### config.mk
export PLATFORM = sky130hd
export DESIGN_NAME = pat_top
export DESIGN_NICKNAME = d
export VERILOG_FILES = /design/src/pat_pkg.sv /design/src/pat_tmr_if.sv /design/src/pat_aux_timer.sv /design/src/pat_top.sv
export SDC_FILE = /design/constraint.sdc
export NUM_CORES = 1
export LEC_CHECK = 0
export BUFFER_PORTS_ARGS = -buffer_cell sky130_fd_sc_hd__buf_2
export CAP_MARGIN = 30
export CELL_PAD_IN_SITES_DETAIL_PLACEMENT = 1
export CELL_PAD_IN_SITES_GLOBAL_PLACEMENT = 2
export CORE_MARGIN = 2
export CORE_UTILIZATION = 34
export DETAILED_ROUTE_END_ITERATION = 8
export PLACE_DENSITY = 0.76
export SLEW_MARGIN = 20
export SYNTH_ARGS = -nofsm -noshare
export SYNTH_HDL_FRONTEND = slang
export SYNTH_SLANG_ARGS = --single-unit
### constraint.sdc
create_clock -name clk -period 2.7 [get_ports clk]
set_input_delay 0.54 -clock clk [delete_from_list [all_inputs] [get_ports clk]]
set_output_delay 0.54 -clock clk [all_outputs]
set_load 0.01 [all_outputs]
### src/pat_pkg.sv
// Shared constants and types of the protection auxiliary timer logic
package pat_pkg;
   localparam int CLK_HZ = 50_000_000;
   localparam int TICK_MS = 1;
   localparam int TICK_CYC = CLK_HZ / 1000 * TICK_MS;
   localparam int AUX_MAX_MS = 600_000;
   localparam int DLY_W = $clog2(AUX_MAX_MS + 1);
   localparam int AUX_N = 4;
   localparam int DIR_N = 2;
   localparam int AUX_MODE_W = 3;
   localparam int BF_MODE_W = 2;
   localparam int SY_AUX = 0;
   localparam int SY_DIR = 4;
   localparam int SY_EXT = 6;
   localparam int SY_CLOSED = 7;
   localparam int SY_LRST = 8;
   localparam int SY_W = 9;
   typedef enum logic [2:0] {
      AUX_OFF,
      AUX_ALARM,
      AUX_TRIP,
      AUX_INRUSH_BLOCKED_TRIP,
      AUX_LATCHED_TRIP,
      AUX_LOAD_SHED,
      AUX_RECLOSE_AFTER_SHED_HIGH,
      AUX_RECLOSE_AFTER_SHED_LOW
   } pat_aux_mode_t;
   typedef enum logic [1:0] {
      BF_DISABLED,
      BF_ALARM,
      BF_RETRIP,
      BF_SIGNAL
   } pat_bf_mode_t;
   typedef enum logic [1:0] {
      BF_SRC_INT,
      BF_SRC_AUX,
      BF_SRC_EXT
   } pat_bf_src_t;
endpackage

### src/pat_tmr_if.sv
// Control and expiry signals between the top and one delay timer
`timescale 1ns/100ps
`default_nettype none
interface pat_tmr_if #(parameter int W = 20);
   logic run;
   logic tick;
   logic [W-1:0] delay;
   logic expired;
   modport ctl(output run, output tick, output delay, input expired);
   modport tmr(input run, input tick, input delay, output expired);
endinterface
`default_nettype wire

### src/pat_aux_timer.sv
// Millisecond delay timer, cleared whenever its run condition drops
`timescale 1ns/100ps
`default_nettype none
module pat_aux_timer #(parameter int W = 20) (
   input wire logic clk,
   input wire logic rstn,
   input wire logic ce,
   pat_tmr_if.tmr t
);
   typedef struct packed {
      logic [W-1:0] cnt;
      logic expired;
   } pat_tmr_st_t;
   pat_tmr_st_t q;
   pat_tmr_st_t d;

   always_comb begin
      d = q;
      if (!t.run) begin
         d.cnt = '0;
         d.expired = 1'b0;
      end else begin
         if (t.tick && q.cnt != {W{1'b1}}) begin
            d.cnt = q.cnt + 1'b1;
         end
         d.expired = (q.cnt >= t.delay);
      end
   end

   always_ff @(posedge clk) begin
      if (!rstn) begin
         q <= '0;
      end else if (ce) begin
         q <= d;
      end
   end

   assign t.expired = q.expired;

   chk_tmr_clear_idle: assert property (@(posedge clk)
      disable iff (!rstn) ce && !t.run |=> !t.expired)
      else $error("timer expiry stands without run");
   chk_tmr_zero_delay: assert property (@(posedge clk)
      disable iff (!rstn) ce && t.run && t.delay == '0 |=> t.expired)
      else $error("zero delay did not expire at once");
endmodule
`default_nettype wire

### src/pat_top.sv
// Breaker-failure timer, auxiliary input timers and load-shed latch
`timescale 1ns/100ps
`default_nettype none
module pat_top #(
   parameter int TICK_CYC = pat_pkg::TICK_CYC,
   parameter int DW = pat_pkg::DLY_W
) (
   input wire logic clk,
   input wire logic rstn,
   input wire logic ce,
   input wire logic [pat_pkg::AUX_N-1:0] aux_in,
   input wire logic direct_input_five,
   input wire logic direct_input_six,
   input wire logic external_breaker_fail_start,
   input wire logic breaker_closed_contact,
   input wire logic latch_reset_in,
   input wire logic panel_reset,
   input wire logic remote_reset,
   input wire logic close_signal,
   input wire logic int_trip,
   input wire logic phase_oc_start,
   input wire logic earth_oc_start,
   input wire logic phase_undercurrent_level,
   input wire logic earth_undercurrent_level,
   input wire logic inrush_block,
   input wire logic [pat_pkg::BF_MODE_W-1:0] bf_mode,
   input wire logic [DW-1:0] breaker_fail_delay,
   input wire logic cancel_phase_en,
   input wire logic cancel_earth_en,
   input wire logic [pat_pkg::AUX_N*pat_pkg::AUX_MODE_W-1:0] aux_mode,
   input wire logic [pat_pkg::AUX_N*DW-1:0] aux_delay,
   output logic breaker_fail_output,
   output logic alarm,
   output logic prot_trip,
   output logic prot_trip_pulse,
   output logic breaker_open_command,
   output logic breaker_close_command,
   output logic load_shed_flag,
   output logic [pat_pkg::AUX_N-1:0] aux_out,
   output logic [pat_pkg::DIR_N-1:0] direct_out,
   output logic phase_start_out,
   output logic earth_start_out
);
   localparam int AN = pat_pkg::AUX_N;
   localparam int MW = pat_pkg::AUX_MODE_W;
   localparam int TW = $clog2(TICK_CYC);

   typedef struct packed {
      logic [pat_pkg::SY_W-1:0] s1;
      logic [pat_pkg::SY_W-1:0] s2;
      logic [TW-1:0] tick_cnt;
      logic tick;
      logic bf_run;
      pat_pkg::pat_bf_src_t bf_src;
      logic [AN-1:0] latch;
      logic shed;
      logic bfo;
      logic alarm;
      logic trip;
      logic pulse;
      logic open_cmd;
      logic close_cmd;
      logic [AN-1:0] aux_out;
      logic [pat_pkg::DIR_N-1:0] direct_out;
      logic ph_start;
      logic ea_start;
   } pat_st_t;

   pat_st_t q;
   pat_st_t d;
   logic [AN-1:0] aux_exp;
   logic bf_exp;
   logic aux_trip;
   logic trip_lvl;
   logic alarm_lvl;
   logic open_lvl;
   logic close_lvl;
   logic shed_set;
   logic latch_clr;
   logic uc;
   logic bf_ext;
   pat_pkg::pat_aux_mode_t md;

   function automatic pat_pkg::pat_aux_mode_t mode_of(input int i,
         input logic [AN*MW-1:0] m);
      return pat_pkg::pat_aux_mode_t'(m[i*MW +: MW]);
   endfunction

   // Start condition of one auxiliary timer for its mode
   function automatic logic aux_runs(input pat_pkg::pat_aux_mode_t m,
         input logic in, input logic shed);
      unique case (m)
         pat_pkg::AUX_OFF: return 1'b0;
         pat_pkg::AUX_RECLOSE_AFTER_SHED_HIGH: return shed & in;
         pat_pkg::AUX_RECLOSE_AFTER_SHED_LOW: return shed & ~in;
         default: return in;
      endcase
   endfunction

   genvar g;
   generate
      for (g = 0; g < AN; g++) begin : g_aux
         pat_tmr_if #(.W(DW)) tif ();
         assign tif.run = aux_runs(mode_of(g, aux_mode),
            q.s2[pat_pkg::SY_AUX + g], q.shed);
         assign tif.tick = q.tick;
         assign tif.delay = aux_delay[g*DW +: DW];
         assign aux_exp[g] = tif.expired;
         pat_aux_timer #(.W(DW)) u_tmr (
            .clk(clk),
            .rstn(rstn),
            .ce(ce),
            .t(tif.tmr)
         );
      end
   endgenerate

   pat_tmr_if #(.W(DW)) bf_if ();
   assign bf_if.run = q.bf_run &&
      bf_mode != pat_pkg::BF_DISABLED;
   assign bf_if.tick = q.tick;
   assign bf_if.delay = breaker_fail_delay;
   assign bf_exp = bf_if.expired;
   pat_aux_timer #(.W(DW)) u_bf_tmr (
      .clk(clk),
      .rstn(rstn),
      .ce(ce),
      .t(bf_if.tmr)
   );

   always_comb begin
      d = q;
      md = pat_pkg::AUX_OFF;
      aux_trip = 1'b0;
      alarm_lvl = 1'b0;
      open_lvl = 1'b0;
      close_lvl = 1'b0;
      shed_set = 1'b0;
      d.s1 = {latch_reset_in, breaker_closed_contact,
         external_breaker_fail_start, direct_input_six,
         direct_input_five, aux_in};
      d.s2 = q.s1;
      if (q.tick_cnt == TW'(TICK_CYC - 1)) begin
         d.tick_cnt = '0;
         d.tick = 1'b1;
      end else begin
         d.tick_cnt = q.tick_cnt + 1'b1;
         d.tick = 1'b0;
      end
      latch_clr = q.s2[pat_pkg::SY_LRST] | panel_reset | remote_reset;
      for (int i = 0; i < AN; i++) begin
         md = mode_of(i, aux_mode);
         // Expiry sets the latch even in the cycle of a reset request
         d.latch[i] = (md == pat_pkg::AUX_LATCHED_TRIP) &
            (aux_exp[i] | (q.latch[i] & ~latch_clr));
         d.aux_out[i] = aux_exp[i] | d.latch[i];
         unique case (md)
            pat_pkg::AUX_ALARM: alarm_lvl |= aux_exp[i];
            pat_pkg::AUX_TRIP: aux_trip |= aux_exp[i];
            pat_pkg::AUX_INRUSH_BLOCKED_TRIP:
               aux_trip |= aux_exp[i] & ~inrush_block;
            pat_pkg::AUX_LATCHED_TRIP: aux_trip |= d.latch[i];
            pat_pkg::AUX_LOAD_SHED: begin
               open_lvl |= aux_exp[i];
               shed_set |= aux_exp[i];
            end
            pat_pkg::AUX_RECLOSE_AFTER_SHED_HIGH,
            pat_pkg::AUX_RECLOSE_AFTER_SHED_LOW:
               close_lvl |= aux_exp[i];
            pat_pkg::AUX_OFF: ;
         endcase
      end
      trip_lvl = int_trip | aux_trip |
         (q.bfo && bf_mode == pat_pkg::BF_RETRIP);
      alarm_lvl |= q.bfo && bf_mode == pat_pkg::BF_ALARM;
      uc = phase_undercurrent_level | earth_undercurrent_level;
      bf_ext = q.s2[pat_pkg::SY_EXT];
      if (!q.bf_run) begin
         if (int_trip) begin
            d.bf_run = 1'b1;
            d.bf_src = pat_pkg::BF_SRC_INT;
         end else if (bf_ext) begin
            d.bf_run = 1'b1;
            d.bf_src = pat_pkg::BF_SRC_EXT;
         end else if (aux_trip) begin
            d.bf_run = 1'b1;
            d.bf_src = pat_pkg::BF_SRC_AUX;
         end
      end else begin
         unique case (q.bf_src)
            pat_pkg::BF_SRC_INT,
            pat_pkg::BF_SRC_AUX: d.bf_run = ~uc;
            pat_pkg::BF_SRC_EXT: d.bf_run = bf_ext;
            default: d.bf_run = 1'b0;
         endcase
      end
      d.bfo = bf_exp;
      d.ph_start = phase_oc_start & ~(q.bfo & cancel_phase_en);
      d.ea_start = earth_oc_start & ~(q.bfo & cancel_earth_en);
      // Set wins over a clear arriving in the same cycle
      d.shed = shed_set | (q.shed & ~(trip_lvl | close_signal |
         q.close_cmd | q.s2[pat_pkg::SY_CLOSED]));
      d.trip = trip_lvl;
      d.pulse = trip_lvl & ~q.trip;
      d.alarm = alarm_lvl;
      d.open_cmd = open_lvl;
      d.close_cmd = close_lvl;
      d.direct_out = q.s2[pat_pkg::SY_DIR +: pat_pkg::DIR_N];
   end

   always_ff @(posedge clk) begin
      if (!rstn) begin
         q <= '0;
      end else if (ce) begin
         q <= d;
      end
   end

   assign breaker_fail_output = q.bfo;
   assign alarm = q.alarm;
   assign prot_trip = q.trip;
   assign prot_trip_pulse = q.pulse;
   assign breaker_open_command = q.open_cmd;
   assign breaker_close_command = q.close_cmd;
   assign load_shed_flag = q.shed;
   assign aux_out = q.aux_out;
   assign direct_out = q.direct_out;
   assign phase_start_out = q.ph_start;
   assign earth_start_out = q.ea_start;

   chk_bf_start_trip: assert property (@(posedge clk)
      disable iff (!rstn) ce && !q.bf_run && int_trip |=> q.bf_run)
      else $error("trip did not start breaker-fail timing");
   chk_bf_out_expiry: assert property (@(posedge clk)
      disable iff (!rstn) ce && bf_exp |=> breaker_fail_output)
      else $error("breaker-fail expiry not shown");
   // Expiry drops one cycle after the run, the output one cycle later
   chk_bf_int_reset: assert property (@(posedge clk)
      disable iff (!rstn)
      ce && q.bf_run && q.bf_src == pat_pkg::BF_SRC_INT && uc
      |=> !q.bf_run ##2 !breaker_fail_output)
      else $error("undercurrent did not reset internal start");
   chk_bf_aux_reset: assert property (@(posedge clk)
      disable iff (!rstn)
      ce && q.bf_run && q.bf_src == pat_pkg::BF_SRC_AUX && uc
      |=> !q.bf_run)
      else $error("undercurrent did not reset aux start");
   chk_bf_ext_hold: assert property (@(posedge clk)
      disable iff (!rstn)
      ce && q.bf_run && q.bf_src == pat_pkg::BF_SRC_EXT
      |=> q.bf_run == $past(q.s2[pat_pkg::SY_EXT]))
      else $error("external start reset by wrong cause");
   chk_cancel_phase: assert property (@(posedge clk)
      disable iff (!rstn)
      ce && q.bfo && cancel_phase_en |=> !phase_start_out)
      else $error("phase start not cancelled");
   chk_cancel_earth: assert property (@(posedge clk)
      disable iff (!rstn)
      ce && q.bfo && cancel_earth_en |=> !earth_start_out)
      else $error("earth start not cancelled");
   chk_retrip_pulse: assert property (@(posedge clk)
      disable iff (!rstn)
      ce && q.bfo && bf_mode == pat_pkg::BF_RETRIP && !q.trip
      |=> prot_trip && prot_trip_pulse)
      else $error("retrip did not trip");
   chk_pulse_single: assert property (@(posedge clk)
      disable iff (!rstn) ce && prot_trip_pulse |=> !prot_trip_pulse)
      else $error("trip pulse stood longer than one cycle");
   chk_shed_set: assert property (@(posedge clk)
      disable iff (!rstn) ce && shed_set |=> load_shed_flag)
      else $error("load-shed flag not stored");
   chk_shed_clear: assert property (@(posedge clk)
      disable iff (!rstn)
      ce && !shed_set && close_signal |=> !load_shed_flag)
      else $error("close did not clear load-shed flag");
   chk_shed_closed: assert property (@(posedge clk)
      disable iff (!rstn)
      ce && !shed_set && q.s2[pat_pkg::SY_CLOSED] |=> !load_shed_flag)
      else $error("closed breaker did not clear load-shed flag");
   chk_direct_pass: assert property (@(posedge clk)
      disable iff (!rstn) ce ##1 ce ##1 ce
      |=> direct_out == $past({direct_input_six, direct_input_five}, 3))
      else $error("direct input not passed through");
endmodule
`default_nettype wire

# == Word-level counts from Yosys, hierarchy flattened ==
# Index checks and enable logic that the tools add are counted.
# word_totals
ff_bits,162
inputBits,137
output_inout_bits,15
wordCells,218
# op_classes
n_addsub,6
n_lt_le_gt_ge,5
n_eq_ne,43
n_mux,36
n_bitwise,74
reduce_logical,26
# ops
op,count
21-bit 2-to-1 mux,5
"20-bit by 1-bit adder with 20-bit output, second input constant",5
20-bit greater-or-equal comparator,5
20-bit 2-to-1 mux,5
"20-bit != test, second input constant",5
"3-bit equality test, second input constant",16
1-bit OR,36
1-bit bitwise AND,26
"3-bit by 2-bit equality test with 1-bit output, second input constant",8
1-bit case mux with 3 select lines,8
17-bit 2-to-1 mux,1
"16-bit by 1-bit adder with 16-bit output, second input constant",1
"16-bit equality test, second input constant",1
1-bit 2-to-1 mux,13
"3-bit by 1-bit equality test with 1-bit output, second input constant",4
3-bit zero test,4
1-bit inverter,12
"2-bit != test, second input constant",5
2-bit AND reduction,5
2-bit OR reduction,5
3-bit 2-to-1 mux,3
1-bit logical AND,8
"2-bit by 1-bit equality test with 1-bit output, second input constant",2
"2-bit equality test, second input constant",2
other kinds (5),5

# == Depth between registers and ports, before layout ==
# Gate-level depths: netlist of run 1.
# depth
word_depth,21
depth_mapped,8

# == Hierarchy ==
# From an unflattened synthesis of run 1, not the netlist that was laid out.
# hier_totals
cells_unflattened,1349
area_unflattened_um2,11203.2
# modules_own_cells
module,instances,cells_per_inst,area_per_inst_um2,seq_area_each_um2
pat_aux_timer,5,206,1691.6,420.4
pat_top,1,319,2745.1,1141.1

# == Worst setup path after synthesis of run 1 ==
# No wires, ideal clock.
# synth_path
path_type,input-to-reg
from,input aux_mode[7] in the netlist's numbering
to,register g_aux[2].u_tmr.q[16] in the netlist's numbering
setup_ns,0.128
t_arrival_ns,1.996
required_time_ns,2.572
slack_ns,0.577
cell_stages,8
path_buffers,2
path_cell_list,clkbuf_1 nor3_1 a31oi_1 a221o_1 buf_2 a2111oi_2 xnor2_1 nor2_1
# synth_between
elab_chain_cells,4
# synth_lines
element,line,source
from (decl),pat_top.sv:30,"input wire logic [pat_pkg::AUX_N*pat_pkg::AUX_MODE_W-1:0] aux_mode,"
3-bit equality test / 3-bit zero test (equally long branches),pat_top.sv:92,unique case (m)
1-bit case mux with 3 select lines (*),pat_top.sv:92,
2-bit != test (no source line),n/a,
2-bit AND reduction (no source line),n/a,
to (signal assigned),pat_aux_timer.sv:32,q <= '0;
to (signal assigned),pat_aux_timer.sv:34,q <= d;
to (decl),pat_aux_timer.sv:14,pat_tmr_st_t q;
# Every way passes the cells marked *; elsewhere a longest branch is shown, timed or not.
# A chain may end at the register's enable or synchronous reset.

# == Final worst setup path of run 1 ==
# layout_path
from,register q[47] in the netlist's numbering
to,register q[19] in the netlist's numbering
# layout_between
elab_chain_cells,15
# layout_lines
element,line,source
from (decl),pat_top.sv:69,pat_st_t q;
from (signal assigned),pat_top.sv:213,q <= '0;
from (signal assigned),pat_top.sv:215,q <= d;
1-bit OR (*) (2 in a row),pat_top.sv:150,latch_clr = q.s2[pat_pkg::SY_LRST] | panel_reset | remote_reset;
1-bit inverter (*),pat_top.sv:155,(aux_exp[i] | (q.latch[i] & ~latch_clr));
1-bit bitwise AND,pat_top.sv:155,
1-bit OR,pat_top.sv:155,
1-bit bitwise AND,pat_top.sv:154,d.latch[i] = (md == pat_pkg::AUX_LATCHED_TRIP) &
1-bit case mux with 3 select lines,pat_top.sv:157,unique case (md)
1-bit OR (on tied branches),"pat_top.sv:162, pat_top.sv:159, pat_top.sv:161",
1-bit case mux with 3 select lines,pat_top.sv:157,
1-bit OR (on tied branches),"pat_top.sv:162, pat_top.sv:159, pat_top.sv:161",
1-bit case mux with 3 select lines,pat_top.sv:157,
1-bit OR (on tied branches),"pat_top.sv:162, pat_top.sv:159, pat_top.sv:161",
1-bit case mux with 3 select lines (*),pat_top.sv:157,
3-bit nonzero test (no source line) (*),n/a,
3-bit AND reduction (no source line) (*),n/a,
# Marks and branches as above.

==> run metrics, run 1 <==
Final Cell Area=12100 um^2; gr usage total=0.184; placed inst area=11500 um^2; worst vdd ir=0.000401 V; Post-CTS Setup Inserts=0; drt first pass iters=4; worst setup margin=0.470 ns; Worst Path Class, Setup=register to register; nets=1646; syn_nets=1492; CTS Root Cell=clkbuf_16; Synth cell types=62; Synth Warn #=0; Layout area overhead=17.5%; Slowest cell on crit path=nor4_1; num ports=152; routed vias=9233; Placer Congestion=0.767; min-delay worst type=input port to register; Hold Fails Final Rpt=0; DIE AREA=31600 um^2; Crit path arrival time=2.55 ns; EDFF count, synth=0; global-route wire length before repair=46500 um; Final Non-Filler Cells=1807; CTS tree=done; Critical Path RT=3.02 ns; min Tclk post-route=2.23 ns; top-area cell type share of the netlist area=0.316; relative slew slack=0.510; Max Freq=0.448 GHz; iteration-0 DRC count of the detailed router=312; vias per cell=5.11; post-synthesis sequential area ratio=0.316; most frequent cell after synthesis=dfxtp_1; r2r worst-path depth=8; crit path launch type=register; Starting Density=0.345; cell total after placement=1774; RSZ-0062 raised after global routing=false; initial antenna violation count=0; Post-Place Worst Slack=0.316 ns; Commonest cells post-synth=dfxtp_1 (162), nor2_1 (145), inv_1 (118); post-route clock skew=0.0113 ns; FFs w/ async S/R, synth=0; I/O Buffers=151; cell taking the most area after synthesis=dfxtp_1; CTS Sinks=162; post_cts resized=0; final clock period utilization by the worst path=0.826; row count=63; Clock Latency Late Sink=0.44 ns; mapped cell area=10300 um^2; ys flop type=dfxtp_1; Tightest Pin Transition=0.733 ns; final setup TNS=0 ns; CP Max Fanout=4; critical path's largest stage delay=0.62 ns; post-route antenna net violation count=0; DR WL/cell=15.7 um; Post-DP HPWL=22300 um; Synth area leaders=dfxtp_1 (32%), ha_1 (13%), nor2_1 (5.3%); drc violations=0; Max-Cap Viols=0; CP Capture Type=register; core area=29700 um^2; worst-path cell chain=nor3_1, buf_4, nand4_1, o2111ai_1, nor4_1, buf_4, nor2_1, o221a_2; routed wire length=28400 um; CTS buffer count=17; Leakage=5.21 nW; Power Total=5.19 mW; outcome=finished, final reports clean; GRT overflow=0; largest net degree at the start of global routing=67; hold path cells=3; CTS Hold Bufs=0; number of global-route vias before repair=9223; pwr dens=430 nW/um^2; synthesized instance count=1249; Yosys reg bits=162; most used cell, CP=buf_4; share of post-route cells with drive strength above 1=0.161; maximum clock insertion buffer count=2; pins over their slew limit=0; Avg Cell Area, Syn=8.22 um^2; Die Y=178 um; Final Setup Violations=0; Die W=178 um; clock-pin slew on the worst setup and hold paths=0.07 ns; CTS H-tree depth=4
-- report_power, final --
group | switching (mW) | internal, mW
logic | 0.264 | 0.202
clock network | 1.09 | 1.19
registers | 0.0269 | 2.42
total | 1.38 | 3.80
-- state kept, by name (all words and copies together), names as in the netlist --
name / count
d: 11
prot_trip_pulse: 1
load_shed_flag: 1
breaker_open_command: 1
direct_out: 2
g_aux.u_tmr.q: 80
breaker_fail_output: 1
g_aux.u_tmr.t.expired: 4
u_bf_tmr.t.expired: 1
prot_trip: 1
u_bf_tmr.q: 20
bf_ext: 1
aux_out: 4
earth_start_out: 1
q: 29
bf_if.tick: 1
phase_start_out: 1
alarm: 1
breaker_close_command: 1
-- worst max-delay path, delay by kind of cell, from the launching register on --
kind                   cells  cell delay, ns
and+or+nand+nor            4            0.93
DFF                        1            0.39
buffers and inverters      2            0.40
AOI/OAI and AO/OA          2            0.41
-- cells by family after synthesis --
group,Yosys count,share of synthesized area
AND/OR/NAND/NOR,475,0.231
AO/OA/AOI/OAI,220,0.151
buffers and inverters,162,0.0637
flip-flops,162,0.316
adder cells (fa/ha/maj),106,0.129
XOR/XNOR,98,0.0836
multiplexers,26,0.0256
-- cell usage in the layout (no fill, tap or decap), drive strengths merged, types with 16 or more instances in the layout --
| cell | count |
|---|---|
| ha | 106 |
| and3 | 21 |
| o21ai | 44 |
| a31oi | 16 |
| nor2b | 27 |
| nor3 | 20 |
| a21oi | 51 |
| dfxtp | 162 |
| nand3 | 70 |
| clkbuf | 18 |
| buf | 179 |
| nand2 | 84 |
| a2111oi | 18 |
| mux2i | 24 |
| xor2 | 58 |
| nor2 | 145 |
| inv | 122 |
| xnor2 | 40 |
| nand4 | 44 |
-- layout make-up --
type	count	area [um^2]
Antenna cell	1	2.50
Clock buffer	18	429
Clock inverter	14	106
Fill cell	3619	17700
Inverter	118	443
Multi-Input combinational cell	925	6370
Sequential cell	162	3240
Tap cell	390	488
Timing Repair Buffer	179	978
-- routing by layer --
layer	track usage	part of all wire	vias to the layer above
met5	0	0	-
met4	0.0277	0.0053	0
met3	0.0317	0.030	8
met2	0.319	0.48	108
met1	0.242	0.49	4416
li1	-	-	4701
-- final timing paths --
path	start	endpoint	slack (ns)
setup / recovery	q[47]$_SDFFE_PN0P_	q[19]$_SDFFE_PN0P_	0.47
hold / removal	direct_input_six	d[44]$_SDFFE_PN0P_	0.37
setup reg to reg	q[47]$_SDFFE_PN0P_	q[19]$_SDFFE_PN0P_	0.47
hold reg to reg	earth_start_out$_SDFFE_PN0P_	earth_start_out$_SDFFE_PN0P_	0.47
-- through the flow --
step,hold slack (ns),util
after floorplan,0.458,-
after global placement,0.460,0.388
after detailed placement,0.466,0.388
after CTS,0.356,0.406
after global routing,0.386,0.406
final,0.372,0.406
No activity file was read; power rests on OpenSTA's default activity.
==> run 2: changes to the inputs <==
--- a/config.mk
+++ b/config.mk
@@ -5,14 +5,15 @@
 export SDC_FILE = /design/constraint.sdc
 export NUM_CORES = 1
 export LEC_CHECK = 0
+export ABC_AREA = 1
 export BUFFER_PORTS_ARGS = -buffer_cell sky130_fd_sc_hd__buf_2
 export CAP_MARGIN = 30
 export CELL_PAD_IN_SITES_DETAIL_PLACEMENT = 1
 export CELL_PAD_IN_SITES_GLOBAL_PLACEMENT = 2
 export CORE_MARGIN = 2
-export CORE_UTILIZATION = 34
+export CORE_UTILIZATION = 29
 export DETAILED_ROUTE_END_ITERATION = 8
-export PLACE_DENSITY = 0.76
+export PLACE_DENSITY = 0.74
 export SLEW_MARGIN = 20
 export SYNTH_ARGS = -nofsm -noshare
 export SYNTH_HDL_FRONTEND = slang
==> constraint.sdc (replaced) <==
create_clock -name clk -period 1.85 [get_ports clk]
set_input_delay 0.37 -clock clk [delete_from_list [all_inputs] [get_ports clk]]
set_output_delay 0.37 -clock clk [all_outputs]
set_load 0.01 [all_outputs]
==> run 2 against run 1 <==
Against the previous run: clock power grew 62%; flip-flop and latch count unchanged; critical path depth increased by 1; fmax increased by 29%; clock skew fell by 0.00091 ns; via count grew 34%; hold slack lost 0.23 ns; synthesized cell count rose by 46%; routed wire length grew 42%; critical endpoint is now g_aux[0].u_tmr.q[4]$_SDFFE_PN0P_; highest routed layer is now met5.
==> run metrics, run 2 <==
min Tclk post-route=1.73 ns (-0.504 ns); Critical Path RT=2.19 ns (-0.83 ns); Post-DP HPWL=32400 um (+45%); Reg with most FFs=g_aux.u_tmr.q; most frequent cell after synthesis=nand2_1; global-route wire length before repair=65500 um (+41%); pwr dens=569 nW/um^2 (+32%); placed inst area=13800 um^2 (+20%); Max Freq=0.580 GHz (+29%); EDFF count, synth=0 (unchanged); CP Max Fanout=10 (+6); max reg flops=80 (unchanged); Max-Cap Viols=0 (unchanged); Clock Latency Late Sink=0.45 ns (about the same); vias per cell=4.75 (-7.1%); post-synthesis sequential area ratio=0.278 (-0.0383); Slowest cell on crit path=dfxtp_1; share of post-route cells with drive strength above 1=0.181 (+0.0195); CTS Root Cell=clkbuf_16; CTS buffer count=17 (unchanged); Synth area leaders=dfxtp_1 (28%), nand2_1 (14%), ha_1 (11%); cell total after placement=2565 (+45%); CTS Sinks=162 (unchanged); post-route antenna net violation count=0 (unchanged); ys flop type=dfxtp_1; Final Cell Area=14400 um^2 (+20%); row count=73 (+16%); Hold Fails Final Rpt=0 (unchanged); Worst Path Class, Setup=register to register; worst setup path start=g_aux[0].u_tmr.q[1]$_SDFFE_PN0P_; Reg2Reg Launch Point=g_aux[0].u_tmr.q[1]$_SDFFE_PN0P_; Crit path buffers/inverters=2 (unchanged); DIE AREA=41900 um^2 (+33%); Synth cell types=47 (-24%); hold_ws=0.146 ns (-0.227 ns); met3 Usage GRT=0.0232 (-0.00848); most common cell after layout, fill and taps aside=nand2_1; biggest regs=g_aux.u_tmr.q (80), q (29), u_bf_tmr.q (20); pins over their slew limit=0 (unchanged); iteration-0 DRC count of the detailed router=506 (+62%); worst-path cell chain=ha_2, inv_1, nor3_2, nand4_2, nand2_1, nand2_1, buf_4, a21oi_1, nor2_1; routed wire length=40200 um (+42%); number of global-route vias before repair=12.9k (+39%); Crit path arrival time=2.06 ns (-0.49 ns); min-delay worst type=input port to register; Final Setup Violations=0 (unchanged); gr usage total=0.197 (+0.0130); outcome=finished, final reports clean; Layout area overhead=23.6%; Synth Warn #=0 (unchanged); Yosys reg bits=162 (unchanged); CP Capture Type=register; GRT overflow=0 (unchanged); initial antenna violation count=3 (+3); Top delay family on crit path=simple AND/OR/NAND/NOR gates; num ports=152 (unchanged); drt first pass iters=5 (+1); most used routing layer=met2; Commonest cells post-synth=nand2_1 (434), nor2_1 (277), inv_1 (236); synthesized instance count=1820 (+46%); met1 global-route usage=0.262 (+0.0200); drc violations=0 (unchanged); mapped cell area=11700 um^2 (+14%); crit path launch type=register; final clock period utilization by the worst path=0.933 (+0.107); nets=2302 (+40%); relative slew slack=0.708 (+0.198); cell taking the most area after synthesis=dfxtp_1; hold path startpoint=external_breaker_fail_start; top-area cell type share of the netlist area=0.278 (-0.0383); largest net degree at the start of global routing=44 (-34%); post-route clock skew=0.0103 ns (-0.000907 ns); syn_nets=2063 (+38%); Avg Cell Area, Syn=6.42 um^2 (-22%); routed vias=12.3k (+34%); most used cell, CP=nand2_1; clock-pin slew on the worst setup and hold paths=0.07 ns (about the same); FFs w/ async S/R, synth=0 (unchanged); Post-CTS Setup Inserts=0 (unchanged); DR WL/cell=15.5 um (-1.6%); Tightest Pin Transition=0.435 ns (-0.298 ns); CTS tree=done; maximum clock insertion buffer count=2 (unchanged); Placer Congestion=0.837 (+9.1%); Starting Density=0.294 (-0.0515); Final Non-Filler Cells=2599 (+44%); Die Y=205 um (+15%); met2 Usage GRT=0.336 (+0.0166); I/O Buffers=151 (unchanged); Power Total=8.22 mW (+59%); worst vdd ir=0.000652 V (+62%); core area=39700 um^2 (+34%); Leakage=6.62 nW (+27%); Die W=205 um (+15%); critical path's largest stage delay=0.34 ns (-0.28 ns); CTS H-tree depth=4 (unchanged); most frequent cells in the layout=nand2_1 (433), nor2_1 (272), inv_1 (234)
==> run 2: kinds of logic after synthesis <==
family | Yosys count | synth area share
compound gates | 267 | 0.122
xor+xnor | 53 | 0.0397
fa+ha+maj | 106 | 0.114
buf+inv | 293 | 0.104
flops | 162 | 0.278
simple gates | 939 | 0.342
==> run 2: final timing paths <==
check	to	slack (ns)	cells past startpoint
worst max register to register	g_aux[0].u_tmr.q[4]$_SDFFE_PN0P_	0.12	9
worst max-delay path	g_aux[0].u_tmr.q[4]$_SDFFE_PN0P_	0.12	9
worst min register to register	q[19]$_SDFFE_PN0P_	0.46	2
worst min-delay path	d[45]$_SDFFE_PN0P_	0.15	3
==> run 2: area by class of cell <==
cell class                 instances  area [um^2]
timing repair buffer             268         1720
tap                              525          657
fill                            5223        25300
sequential                       162         3260
antenna                            2         5.00
inverter                         245          938
clock inverter                    12          133
clock buffer                      20          457
multi-input combinational       1365         7270
==> run 2: power breakdown <==
| group | total [mW] | switching, mW | internal [mW] |
|---|---|---|---|
| registers | 3.58 | 0.0371 | 3.54 |
| logic | 0.957 | 0.591 | 0.366 |
| clock network | 3.69 | 1.62 | 2.06 |
==> run 2: timing repair <==
| item | CTS | global route |
|---|---|---|
| endpoints found under the setup margin | 0 | 65 |
| hold buffers | 0 | 0 |
| resized for setup | 0 | 30 |
==> run 2: per-layer routing <==
metal	vias to the layer above	routed length, um
li1	6364	-
met1	5800	19800
met2	143	18800
met3	27	1150
met4	2	462
met5	-	11
==> run 2: through the flow <==
stage | setup TNS (ns) | util | setup slack, ns
6_report | 0 | 0.363 | 0.124
3_5_place_dp | 0 | 0.347 | 0.0160
4_1_cts | 0 | 0.361 | 0.0159
5_1_grt | -0.00632 | 0.363 | -0.00632
3_3_place_gp | 0 | 0.347 | 0.0526
2_1_floorplan | 0 | - | 0.183
==> run 2: worst min-delay path: cells and delay by family <==
| family | cells | cell delay [ns] |
|---|---|---|
| buffers and inverters | 1 | 0.07 |
| and+or+nand+nor | 2 | 0.11 |
